**src/scp_pkg.sv**
```systemverilog
package scp_pkg;

  // Clock and timing
  localparam int unsigned CLK_HZ        = 10_000_000;
  localparam int unsigned DEAD_NS       = 300;
  localparam int unsigned DEAD_CYC      = (DEAD_NS * (CLK_HZ / 1_000_000) + 999) / 1000;
  localparam int unsigned OC_FILT_US    = 10;
  localparam int unsigned OC_FILT_CYC   = OC_FILT_US * (CLK_HZ / 1_000_000);
  localparam int unsigned OC_HOLD_US    = 50;
  localparam int unsigned OC_HOLD_CYC   = OC_HOLD_US * (CLK_HZ / 1_000_000);
  localparam int unsigned OSC_DIV       = 91;
  localparam int unsigned CHOP_TICKS    = 4;
  localparam int unsigned NUM_FETS      = 8;

  // Register offsets
  localparam logic [7:0] CTRL_OFF       = 8'h00;
  localparam logic [7:0] STATUS_OFF     = 8'h04;
  localparam logic [7:0] INT_STAT_OFF   = 8'h08;
  localparam logic [7:0] INT_CLR_OFF    = 8'h0c;
  localparam logic [7:0] INT_EN_OFF     = 8'h10;

  // Field positions
  localparam int unsigned CTRL_DRV_EN   = 0;
  localparam int unsigned ST_THERM      = 0;
  localparam int unsigned ST_OC_OFF     = 1;
  localparam int unsigned ST_STANDBY    = 2;
  localparam int unsigned ST_DISCH_A    = 3;
  localparam int unsigned ST_DISCH_B    = 4;
  localparam int unsigned ST_OC_FILT    = 5;
  localparam int unsigned INT_W         = 3;
  localparam int unsigned INT_OC        = 0;
  localparam int unsigned INT_THERM     = 1;
  localparam int unsigned INT_THERM_CLR = 2;

  // Reset values
  localparam logic        CTRL_RST      = 1'b1;
  localparam logic [2:0]  INT_EN_RST    = 3'h0;

  typedef enum logic [2:0] {
    LEG_OFF  = 3'b001,
    LEG_HIGH = 3'b010,
    LEG_LOW  = 3'b100
  } scp_leg_e;

  typedef enum logic [2:0] {
    CH_CHARGE = 3'b001,
    CH_BLANK  = 3'b010,
    CH_DISCH  = 3'b100
  } scp_chop_e;

  typedef enum logic [1:0] {
    OC_RUN  = 2'b01,
    OC_HOLD = 2'b10
  } scp_oc_e;

  typedef struct packed {
    logic hi1;
    logic lo1;
    logic hi2;
    logic lo2;
  } scp_gate_s;

endpackage

```
**src/scp_top.sv**
```systemverilog
// Functional notes
// - Regulating bridges alternate commanded drive with low-side short brake.
// - Each leg holds both switches off 300 ns before switching sides.
// - Dead time applies on every change, reversal and brake included.
// - Sense reaching reference starts discharge for four oscillator periods.
// - After four charge periods, sense above reference re-enters discharge.
// - Below reference after discharge, charge continues until reference reached.
// - Unless the bridge is shut off, a discharge interval runs to its fourth oscillator tick, three to four periods.
// - Over-temperature indication turns every output transistor off.
// - Outputs return automatically when over-temperature indication clears.
// - Any of eight overcurrent flags turns all eight transistors off.
// - Overcurrent shutdown holds outputs off 50 us, then restarts.
// - Returning overcurrent repeats the shutdown and retry cycle indefinitely.
// - Overcurrent counts only after 10 us of continuous flag.
`timescale 1ns/1ns
`default_nettype none
module scp_top
  import scp_pkg::*;
(
  input  wire logic           core_clk,
  input  wire logic           rst_b,
  input  wire logic           sleep_select,
  input  wire logic           dir_a,
  input  wire logic           dir_b,
  input  wire logic           level_sel_hi_a,
  input  wire logic           level_sel_lo_a,
  input  wire logic           level_sel_hi_b,
  input  wire logic           level_sel_lo_b,
  input  wire logic [1:0]     sense_voltage_over,
  input  wire logic [7:0]     overcurrent_cutoff,
  input  wire logic           thermal_cutoff,
  input  wire logic           psel,
  input  wire logic           penable,
  input  wire logic           pwrite,
  input  wire logic [7:0]     paddr,
  input  wire logic [31:0]    pwdata,
  output logic [31:0]         prdata,
  output logic                pready,
  output logic                pslverr,
  output scp_pkg::scp_gate_s  gate_a,
  output scp_pkg::scp_gate_s  gate_b,
  output logic                irq
);
  import scp_pkg::*;

  function automatic logic hit(input logic [7:0] addr, input logic [7:0] off);
    hit = (addr == off);
  endfunction

  ////////////////////////////////////////////////////////////////////////////
  // Reset release

  logic [1:0] rst_sync;
  logic       rst_n;

  always_ff @(posedge core_clk or negedge rst_b) begin
    if (!rst_b) begin
      rst_sync <= 2'h0;
    end else begin
      rst_sync <= {rst_sync[0], 1'b1};
    end
  end

  assign rst_n = rst_sync[1];

  ////////////////////////////////////////////////////////////////////////////
  // Pin synchronisers

  localparam int unsigned SYN_W = 18;

  logic [SYN_W-1:0] pin_raw;
  logic [SYN_W-1:0] pin_s1;
  logic [SYN_W-1:0] pin_s2;

  assign pin_raw = {thermal_cutoff, overcurrent_cutoff, sense_voltage_over,
                    level_sel_lo_b, level_sel_hi_b, level_sel_lo_a,
                    level_sel_hi_a, dir_b, dir_a, sleep_select};

  always_ff @(posedge core_clk or negedge rst_n) begin
    if (!rst_n) begin
      pin_s1 <= '0;
      pin_s2 <= '0;
    end else begin
      pin_s1 <= pin_raw;
      pin_s2 <= pin_s1;
    end
  end

  logic       awake;
  logic [1:0] dir_s;
  logic [3:0] lvl_s;
  logic [1:0] over_s;
  logic [7:0] oc_s;
  logic       therm_s;

  assign awake   = pin_s2[0];
  assign dir_s   = pin_s2[2:1];
  assign lvl_s   = pin_s2[6:3];
  assign over_s  = pin_s2[8:7];
  assign oc_s    = pin_s2[16:9];
  assign therm_s = pin_s2[17];

  ////////////////////////////////////////////////////////////////////////////
  // Chopper time base

  logic [6:0] osc_cnt;
  logic       osc_tick;

  always_ff @(posedge core_clk or negedge rst_n) begin
    if (!rst_n) begin
      osc_cnt  <= 7'h00;
      osc_tick <= 1'b0;
    end else begin
      osc_tick <= (osc_cnt == 7'(OSC_DIV - 1));
      osc_cnt  <= (osc_cnt == 7'(OSC_DIV - 1)) ? 7'h00 : osc_cnt + 7'h01;
    end
  end

  ////////////////////////////////////////////////////////////////////////////
  // Overcurrent filter and retry

  scp_oc_e    oc_state;
  logic [6:0] oc_filt;
  logic [8:0] oc_hold;
  logic       oc_trip;

  // One shared filter: it restarts when every flag is low, in standby or during the shutdown hold
  assign oc_trip = (oc_state == OC_RUN) && (|oc_s) &&
                   (oc_filt == 7'(OC_FILT_CYC - 1));

  always_ff @(posedge core_clk or negedge rst_n) begin
    if (!rst_n) begin
      oc_filt <= 7'h00;
    end else if (!awake || !(|oc_s) || oc_state != OC_RUN) begin
      oc_filt <= 7'h00;
    end else if (!oc_trip) begin
      oc_filt <= oc_filt + 7'h01;
    end
  end

  always_ff @(posedge core_clk or negedge rst_n) begin
    if (!rst_n) begin
      oc_state <= OC_RUN;
      oc_hold  <= 9'h000;
    end else if (!awake) begin
      oc_state <= OC_RUN;
      oc_hold  <= 9'h000;
    end else begin
      unique case (oc_state)
        OC_RUN: begin
          if (oc_trip) begin
            oc_state <= OC_HOLD;
            oc_hold  <= 9'h000;
          end
        end
        OC_HOLD: begin
          if (oc_hold == 9'(OC_HOLD_CYC - 1)) begin
            oc_state <= OC_RUN;
          end else begin
            oc_hold <= oc_hold + 9'h001;
          end
        end
        default: begin
          oc_state <= OC_RUN;
        end
      endcase
    end
  end

  ////////////////////////////////////////////////////////////////////////////
  // Thermal shutdown

  logic therm_off;

  // Hysteresis lives in the analog sensor; logic follows the flag
  always_ff @(posedge core_clk or negedge rst_n) begin
    if (!rst_n) begin
      therm_off <= 1'b0;
    end else begin
      therm_off <= therm_s;
    end
  end

  ////////////////////////////////////////////////////////////////////////////
  // Registers

  logic             drv_en;
  logic [INT_W-1:0] int_stat;
  logic [INT_W-1:0] int_en;
  logic [INT_W-1:0] int_evt;
  logic             setup;
  logic             wr_acc;
  logic             mapped;
  logic [31:0]      next_rdata;
  logic [31:0]      status;
  scp_chop_e        phase_a;
  scp_chop_e        phase_b;

  assign setup  = psel && !penable;
  assign wr_acc = psel && penable && pready && pwrite;
  assign mapped = hit(paddr, CTRL_OFF) || hit(paddr, STATUS_OFF) ||
                  hit(paddr, INT_STAT_OFF) || hit(paddr, INT_CLR_OFF) ||
                  hit(paddr, INT_EN_OFF);

  always_comb begin
    status               = 32'h0;
    status[ST_THERM]     = therm_off;
    status[ST_OC_OFF]    = (oc_state == OC_HOLD);
    status[ST_STANDBY]   = !awake;
    status[ST_DISCH_A]   = (phase_a != CH_CHARGE);
    status[ST_DISCH_B]   = (phase_b != CH_CHARGE);
    status[ST_OC_FILT]   = (oc_filt != 7'h00);
  end

  always_comb begin
    next_rdata = 32'h0;
    if (hit(paddr, CTRL_OFF)) begin
      next_rdata[CTRL_DRV_EN] = drv_en;
    end else if (hit(paddr, STATUS_OFF)) begin
      next_rdata = status;
    end else if (hit(paddr, INT_STAT_OFF)) begin
      next_rdata[INT_W-1:0] = int_stat;
    end else if (hit(paddr, INT_EN_OFF)) begin
      next_rdata[INT_W-1:0] = int_en;
    end
  end

  // Answer one cycle after setup: pready and data both registered
  always_ff @(posedge core_clk or negedge rst_n) begin
    if (!rst_n) begin
      pready  <= 1'b0;
      pslverr <= 1'b0;
      prdata  <= 32'h0;
    end else begin
      pready  <= setup;
      pslverr <= setup && !mapped;
      if (setup && !pwrite) begin
        prdata <= next_rdata;
      end
    end
  end

  always_ff @(posedge core_clk or negedge rst_n) begin
    if (!rst_n) begin
      drv_en <= CTRL_RST;
      int_en <= INT_EN_RST;
    end else if (wr_acc && hit(paddr, CTRL_OFF)) begin
      drv_en <= pwdata[CTRL_DRV_EN];
    end else if (wr_acc && hit(paddr, INT_EN_OFF)) begin
      int_en <= pwdata[INT_W-1:0];
    end
  end

  ////////////////////////////////////////////////////////////////////////////
  // Interrupts

  logic therm_prev;

  always_ff @(posedge core_clk or negedge rst_n) begin
    if (!rst_n) begin
      therm_prev <= 1'b0;
    end else begin
      therm_prev <= therm_off;
    end
  end

  assign int_evt[INT_OC]        = oc_trip;
  assign int_evt[INT_THERM]     = therm_off && !therm_prev;
  assign int_evt[INT_THERM_CLR] = !therm_off && therm_prev;

  // New event beats a simultaneous clear
  always_ff @(posedge core_clk or negedge rst_n) begin
    if (!rst_n) begin
      int_stat <= '0;
    end else if (wr_acc && hit(paddr, INT_CLR_OFF)) begin
      int_stat <= (int_stat & ~pwdata[INT_W-1:0]) | int_evt;
    end else begin
      int_stat <= int_stat | int_evt;
    end
  end

  always_ff @(posedge core_clk or negedge rst_n) begin
    if (!rst_n) begin
      irq <= 1'b0;
    end else begin
      irq <= |(int_stat & int_en);
    end
  end

  ////////////////////////////////////////////////////////////////////////////
  // Bridges

  logic      kill;
  scp_chop_e phase [2];
  logic      on    [2];
  scp_leg_e  req   [4];
  logic      g_hi  [4];
  logic      g_lo  [4];

  assign kill = !awake || !drv_en || therm_off || (oc_state != OC_RUN);
  assign on[0] = !kill && !(lvl_s[0] && lvl_s[1]);
  assign on[1] = !kill && !(lvl_s[2] && lvl_s[3]);
  assign phase_a = phase[0];
  assign phase_b = phase[1];

  genvar b;
  generate
    for (b = 0; b < 2; b++) begin : g_br
      scp_chopper u_chop (
        .core_clk (core_clk),
        .rst_n    (rst_n),
        .run      (on[b]),
        .osc_tick (osc_tick),
        .over_ref (over_s[b]),
        .phase    (phase[b])
      );

      always_comb begin
        if (!on[b]) begin
          req[2*b]   = LEG_OFF;
          req[2*b+1] = LEG_OFF;
        end else if (phase[b] == CH_DISCH) begin
          req[2*b]   = LEG_LOW;
          req[2*b+1] = LEG_LOW;
        end else begin
          req[2*b]   = dir_s[b] ? LEG_HIGH : LEG_LOW;
          req[2*b+1] = dir_s[b] ? LEG_LOW : LEG_HIGH;
        end
      end

      for (genvar l = 0; l < 2; l++) begin : g_leg
        scp_leg u_leg (
          .core_clk (core_clk),
          .rst_n    (rst_n),
          .req      (req[2*b+l]),
          .gate_hi  (g_hi[2*b+l]),
          .gate_lo  (g_lo[2*b+l])
        );
      end
    end
  endgenerate

  assign gate_a = '{hi1: g_hi[0], lo1: g_lo[0], hi2: g_hi[1], lo2: g_lo[1]};
  assign gate_b = '{hi1: g_hi[2], lo1: g_lo[2], hi2: g_hi[3], lo2: g_lo[3]};

endmodule
`default_nettype wire

```
**src/scp_leg.sv**
```systemverilog
`timescale 1ns/1ns
`default_nettype none
module scp_leg
  import scp_pkg::*;
(
  input  wire logic              core_clk,
  input  wire logic              rst_n,
  input  wire scp_pkg::scp_leg_e req,
  output logic                   gate_hi,
  output logic                   gate_lo
);
  import scp_pkg::*;

  scp_leg_e   cur;
  scp_leg_e   next_cur;
  logic [1:0] dead;

  always_comb begin
    next_cur = cur;
    if (req == LEG_OFF || (cur != LEG_OFF && req != cur)) begin
      next_cur = LEG_OFF;
    end else if (cur == LEG_OFF && dead == 2'h0) begin
      next_cur = req;
    end
  end

  // Dead counter restarts on every turn-off so both switches rest
  always_ff @(posedge core_clk or negedge rst_n) begin
    if (!rst_n) begin
      cur  <= LEG_OFF;
      dead <= 2'h0;
    end else begin
      cur <= next_cur;
      if (cur != LEG_OFF && next_cur == LEG_OFF) begin
        dead <= 2'(DEAD_CYC - 1);
      end else if (dead != 2'h0) begin
        dead <= dead - 2'h1;
      end
    end
  end

  always_ff @(posedge core_clk or negedge rst_n) begin
    if (!rst_n) begin
      gate_hi <= 1'b0;
      gate_lo <= 1'b0;
    end else begin
      gate_hi <= (next_cur == LEG_HIGH);
      gate_lo <= (next_cur == LEG_LOW);
    end
  end
endmodule
`default_nettype wire

```
**src/scp_chopper.sv**
```systemverilog
`timescale 1ns/1ns
`default_nettype none
module scp_chopper
  import scp_pkg::*;
(
  input  wire logic          core_clk,
  input  wire logic          rst_n,
  input  wire logic          run,
  input  wire logic          osc_tick,
  input  wire logic          over_ref,
  output scp_pkg::scp_chop_e phase
);
  import scp_pkg::*;

  logic [1:0] ticks;
  logic       last_tick;

  assign last_tick = osc_tick && (ticks == 2'(CHOP_TICKS - 1));

  always_ff @(posedge core_clk or negedge rst_n) begin
    if (!rst_n) begin
      phase <= CH_CHARGE;
      ticks <= 2'h0;
    end else if (!run) begin
      phase <= CH_CHARGE;
      ticks <= 2'h0;
    end else begin
      if (osc_tick) begin
        ticks <= last_tick ? 2'h0 : ticks + 2'h1;
      end
      unique case (phase)
        CH_CHARGE: begin
          if (over_ref) begin
            phase <= CH_DISCH;
            ticks <= 2'h0;
          end
        end
        CH_DISCH: begin
          // Comparator ignored here, interval runs out unless run drops
          if (last_tick) begin
            phase <= CH_BLANK;
          end
        end
        CH_BLANK: begin
          if (last_tick) begin
            phase <= over_ref ? CH_DISCH : CH_CHARGE;
          end
        end
      endcase
    end
  end
endmodule
`default_nettype wire

```
**config.mk**
```make
export PLATFORM = sky130hd
export DESIGN_NAME = scp_top
export DESIGN_NICKNAME = d
export VERILOG_FILES = /design/src/scp_pkg.sv /design/src/scp_top.sv /design/src/scp_leg.sv /design/src/scp_chopper.sv
export SDC_FILE = /design/constraint.sdc
export NUM_CORES = 1
export LEC_CHECK = 0
export BUFFER_PORTS_ARGS = -buffer_cell sky130_fd_sc_hd__buf_2
export CAP_MARGIN = 20
export CORE_AREA = 2 2 96 134
export DETAILED_ROUTE_END_ITERATION = 16
export DIE_AREA = 0 0 98 136
export PLACE_DENSITY = 0.75
export SYNTH_ARGS = -nofsm -noshare
export SYNTH_HDL_FRONTEND = slang
export SYNTH_HIERARCHICAL = 1
export SYNTH_SLANG_ARGS = --single-unit
```
**constraint.sdc**
```tcl
create_clock -name core_clk -period 3.46 [get_ports core_clk]
set_input_delay 0.346 -clock core_clk [delete_from_list [all_inputs] [get_ports core_clk]]
set_output_delay 0.346 -clock core_clk [all_outputs]
set_load 0.03 [all_outputs]
```
Word level (Yosys, flattened, before mapping)

Index checks and enable logic that the tools add are counted.

Word-level logic and storage cells: 251
Bits in registers: 146
Input bits: 63

Equality and inequality tests: 59
Bitwise gates (word level): 6
Reduce and logical (&&, ||, !) cells: 76
Mux-type cells: 64
Add/subtract/negate cells: 9

Operators with widths:

| operator              | number |
|---|---|
| $mux W3               | 27 |
| $eq A3 B1 Y1 const B  | 14 |
| $mux W2               | 21 |
| $logic_and A1 B1 Y1   | 31 |
| $mux W31              | 1 |
| $mux W9               | 3 |
| $mux W6               | 4 |
| $ne A3 B3 Y1 const B  | 8 |
| $mux W7               | 3 |
| $ne A3 B1 Y1 const B  | 7 |
| $eq A3 B2 Y1 const B  | 6 |
| $eq A3 B3 Y1 const B  | 6 |
| $pmux W3 S3           | 2 |
| $pmux W9 S2           | 1 |
| $eq A8 B4 Y1 const B  | 2 |
| $reduce_bool A2 Y1    | 8 |
| $add A7 B1 Y7 const B | 2 |
| $eq A7 B7 Y1 const B  | 2 |
| $logic_or A1 B1 Y1    | 13 |
| $ne A3 B3 Y1          | 4 |
| $logic_not A1 Y1      | 11 |
| $add A9 B1 Y9 const B | 1 |
| $eq A9 B9 Y1 const B  | 1 |
| $reduce_and A3 Y1     | 3 |
| other kinds (20)      | 33 |

Longest topological paths before layout

Depth in word-level cells: 14
Mapped depth: 9

By module

The synthesis kept the hierarchy.

By module, submodules not included:

| module      | instances | area an instance (µm²) | cells an instance |
|---|---|---|---|
| scp_top     | 1         | 3372.0                 | 291 |
| scp_leg     | 4         | 534.3                  | 57 |
| scp_chopper | 2         | 269.0                  | 26 |

Worst setup path before layout

OpenSTA, ideal clock, no wires.

Path type: register to register
From: register oc_state[0]
To: register g_br[0].g_leg[0].u_leg.gate_hi
Library setup time: 111 ps
Arrival time: 2399 ps
Slack: 949 ps
Cell stages (with the launch flop): 9
Required time: 3349 ps
Buffers on the path: 0
Cells stage by stage: dfstp_2 > and3b_1 > nand3_1 > a21o_1 > nor3b_1 > and4bb_1 > a22oi_2 > o21a_2 > a2111oi_2

RTL lines:

| what                     | RTL line       | RTL |
|---|---|---|
| start: declaration       | scp_top.sv:122 | `scp_oc_e oc_state;` |
| start signal: assignment | scp_top.sv:143 | `oc_state <= OC_RUN;` |
| start signal: assignment | scp_top.sv:146 | `oc_state <= OC_RUN;` |
| start signal: assignment | scp_top.sv:152 | `oc_state <= OC_HOLD;` |
| end signal: assignment   | scp_leg.sv:47  | `gate_hi <= (next_cur == LEG_HIGH);` |
| end: declaration         | scp_leg.sv:9   | `output logic gate_hi,` |

==> impl_results.md <==
* Status: complete, no violations
* GPL Wtd Cong at ~0.84
* Fin area at 0.00696 sq mm
* GRT overflow at 0
* Area Growth Syn to Fin at 15.1%
* Highest-delay cell along the critical path: dfstp_2
* Starting density of the core at between 40 and 50%
* ANT nets after route at 0
* Share of layout cells above drive strength 1 at approximately 21%
* Clock Skews at ~0.010 ns
* Critical Path AT at 3.19 ns
* Max_slew headroom at around 43%
* Dpl cell area at 0.00631 sq mm
* Die span in y at about 140 microns
* Family with the most delay on the worst path: simple AND/OR/NAND/NOR gates
* Internal at 2.90 mW
* Startpoint type of the worst setup path: register
* Vias per cell at between 5 and 6
* RSZ-0062 raised after global routing: false
* Max Clk Rate at about 340 MHz
* Finished Core Util at roughly 57%
* Clock power frac at around half
* Sequential area share after synthesis at 49.8%
* H-tree Lvls at 4
* Largest net degree at the start of global routing at 65
* CTS sink count at 120
* PD cells at between 500 and 600 mW/mm^2
* Routed WL at 11,300 microns
* Post CTS Setup Buffer Count at 0
* Reg clk slew, reported paths at around 0.060 ns
* Min-delay src: level_sel_lo_a
* Port Buffers at 50
* Slew Limit Fails at 0
* Register area at between 0.003 and 0.004 sq mm
* Num CTS Buffers at 17
* Drt pass-1 iters at 5
* Synth top area share at between 40% and 50%
* ANT cells at 0
* # DRC at 0
* CTS tree: done
* Cell taking the most area after synthesis: dfrtp_1
* Fillers at 1,049
* First-pass GRT wire length at roughly 19,000 microns
* Worst-Margin Slew at around 0.85 ns
* CTS Root Cell: clkbuf_16
* Psw at 0.873 mW
* Commonest non-fill, non-tap cell in the layout: dfrtp_1
* Number of flops mapped to enable cells by yosys at 0
* # rows at 48
* Dpl hpwl at a little under 8000 microns
* Max_cap viols at 0
* WHS at approximately 0.038 ns
* Synth warn at 6
* CP Launch Point: oc_state[0]
* WP buf/inv at 0
* Multi-input gate area at roughly 0.0027 sq mm
* Final setup fails at 0
* Ys flop type: dfrtp_1
* Synth area leaders: dfrtp_1 (46%), buf_4 (4.2%), nor2_1 (3.6%), dfstp_2 (3.5%), ha_1 (2.3%)
* Asr flop ratio synth at 100%
* Total GRT Usage at between 10% and 20%
* Worst-Skew Late Latency at roughly 0.41 ns
* Most frequent cells in the layout: dfrtp_1 (111), nor2_1 (58), buf_2 (50)
* Power Total at 3.78 mW
* Crit path max fanout at 21
* Final worst-path cycle share at ~84%
* # IOs at between 100 and 150
* Cells after Synth at roughly 570
* Slowest stage delay, CP at 0.55 ns
* Max Root-Sink Buffers at 2
* Flop pwr share at 40.8%
* Setup TNS Final at 0 ns
* Worst endpoint required time at between 3 and 4 ns
* Minimum clock period at between 2 and 3 ns
* Critical path class: register to register
* Synthesized area at approximately 0.0060 sq mm
* Vias in the first global route at about 4,300
* Fin. Hold Viols at 0
* Initial antenna violation count at 0
* DR vias at around 4,400
* Mean Syn Cell Area at 10.6 sq um
* Critical Path Sink Type: register
* Comb power frac at a little under a tenth
* Full die area at around 0.013 sq mm
* Core Area at about 0.012 sq mm
* Sw Ratio at 23.1%
* DRT iter0 DRCs at 218
* Worst r2r src: oc_state[0]
* Flop and latch count out of synthesis at 120
* Nets at 700
* LEAKAGE at approximately 3.1 nW
* DR WL/cell at ~14 microns
* Worst vdd ir at 0.320 mV
* Worst-path cell chain: and3b_1, nand3_1, a21o_1, nor2_1, and4bb_1, a22oi_2, o21a_2, a2111oi_2
* Die width at between 90 and 100 microns
* Hold Path Class: input port to register
* Count of cell types in the netlist at between 60 and 70
[path summary, 6_finish.rpt]
check                                                       to  cells after the start  slack (ns)
min in group asynchronous                          rst_sync[1]                      2        0.25
max in group asynchronous        g_br[1].g_leg[1].u_leg/cur[0]                      1        2.21
worst max register to register  g_br[1].g_leg[1].u_leg/gate_lo                      8        0.56
worst min-delay path                                 pin_s1[4]                      1        0.04
worst min register to register                      pin_s2[14]                      0        0.34
worst max-delay path            g_br[1].g_leg[1].u_leg/gate_lo                      8        0.56
[registers in the layout, summed over array words and instances (netlist names), 2 cells and up]
name and cells:
g_br.g_leg.u_leg/gate_lo 4, g_br.g_leg.u_leg/cur 12, rst_sync 2, g_br.u_chop/ticks 4
g_br.u_chop/phase 6, g_br.g_leg.u_leg/dead 8, prdata 6, oc_hold 9
oc_filt 7, pin_s1 18, oc_state 2, g_br.g_leg.u_leg/gate_hi 4
pin_s2 18, int_stat 3, int_en 3, osc_cnt 7
[final cells by class]
type / instances / area share [%]
flip-flops and latches: 120 / 43.3
multi-input cells: 399 / 38.5
clock buffers: 22 / 6.81
repair buffers: 58 / 4.67
well taps: 150 / 2.70
clock inverters: 10 / 2.39
inverters: 30 / 1.62
[cell families after synthesis]
group	share of synthesized area [%]
compound gates	17.4
xor+xnor	3.33
fa+ha+maj	2.28
buf+inv	7.47
flops	49.8
mux	1.57
other cells	0.124
simple gates	18.0
[Yosys cell counts (5+ instances only)]
master	number
a21o_1	7
xnor2_1	9
nand4b_1	5
nand4_1	7
dfstp_2	8
a2111oi_2	8
mux2i_1	5
a21oi_1	14
a31oi_1	8
and4bb_1	8
o21a_1	9
nand2_1	32
nor3_1	6
and3_1	10
buf_4	34
dfrtp_1	112
nor2b_1	10
ha_1	11
clkbuf_1	5
nor2_1	58
xor2_1	14
nand3_1	16
nand3b_1	5
inv_1	26
o21ai_0	11
nor3b_1	7
o21ai_1	16
nand2b_1	9
[power groups by stage]
stage	clock network [mW]	logic (mW)	registers (mW)
2_1_floorplan	0	0.292	1.57
3_3_place_gp	0	0.340	1.56
3_5_place_dp	0	0.357	1.57
4_1_cts	1.91	0.360	1.54
5_1_grt	1.98	0.406	1.55
6_report	1.88	0.358	1.54
[metal layers]
layer | vias up | global-route usage [%] | wire (microns) | part of all wire (%)
met4 | 0 | 6.56 | 193 | 1.7
met5 | - | 0 | 0 | 0
met3 | 19 | 4.63 | 500 | 4.4
met1 | 2136 | 20.5 | 4540 | 40
li1 | 2096 | - | - | -
met2 | 121 | 32.0 | 6030 | 54
[worst reg2reg max path: cells and delay by family, from the launching register on]
kind | cells | cell delay [ns]
compound gates | 4 | 1.01
flops | 1 | 0.55
simple gates | 4 | 1.22
[metrics by stage]
stage | instances | setup slack (ns)
after floorplan | 596 | 0.949
after global placement | 756 | 0.688
after detailed placement | 756 | 0.601
after CTS | 789 | 0.568
after global routing | 789 | 0.315
final | 789 | 0.560
[what timing repair did]
| action | in CTS | in global routing |
|---|---|---|
| hold endpoints to repair | 2 | 0 |
| resized for setup | 0 | 0 |
| hold buffers | 1 | 0 |
(Power assumes the default switching activity.)
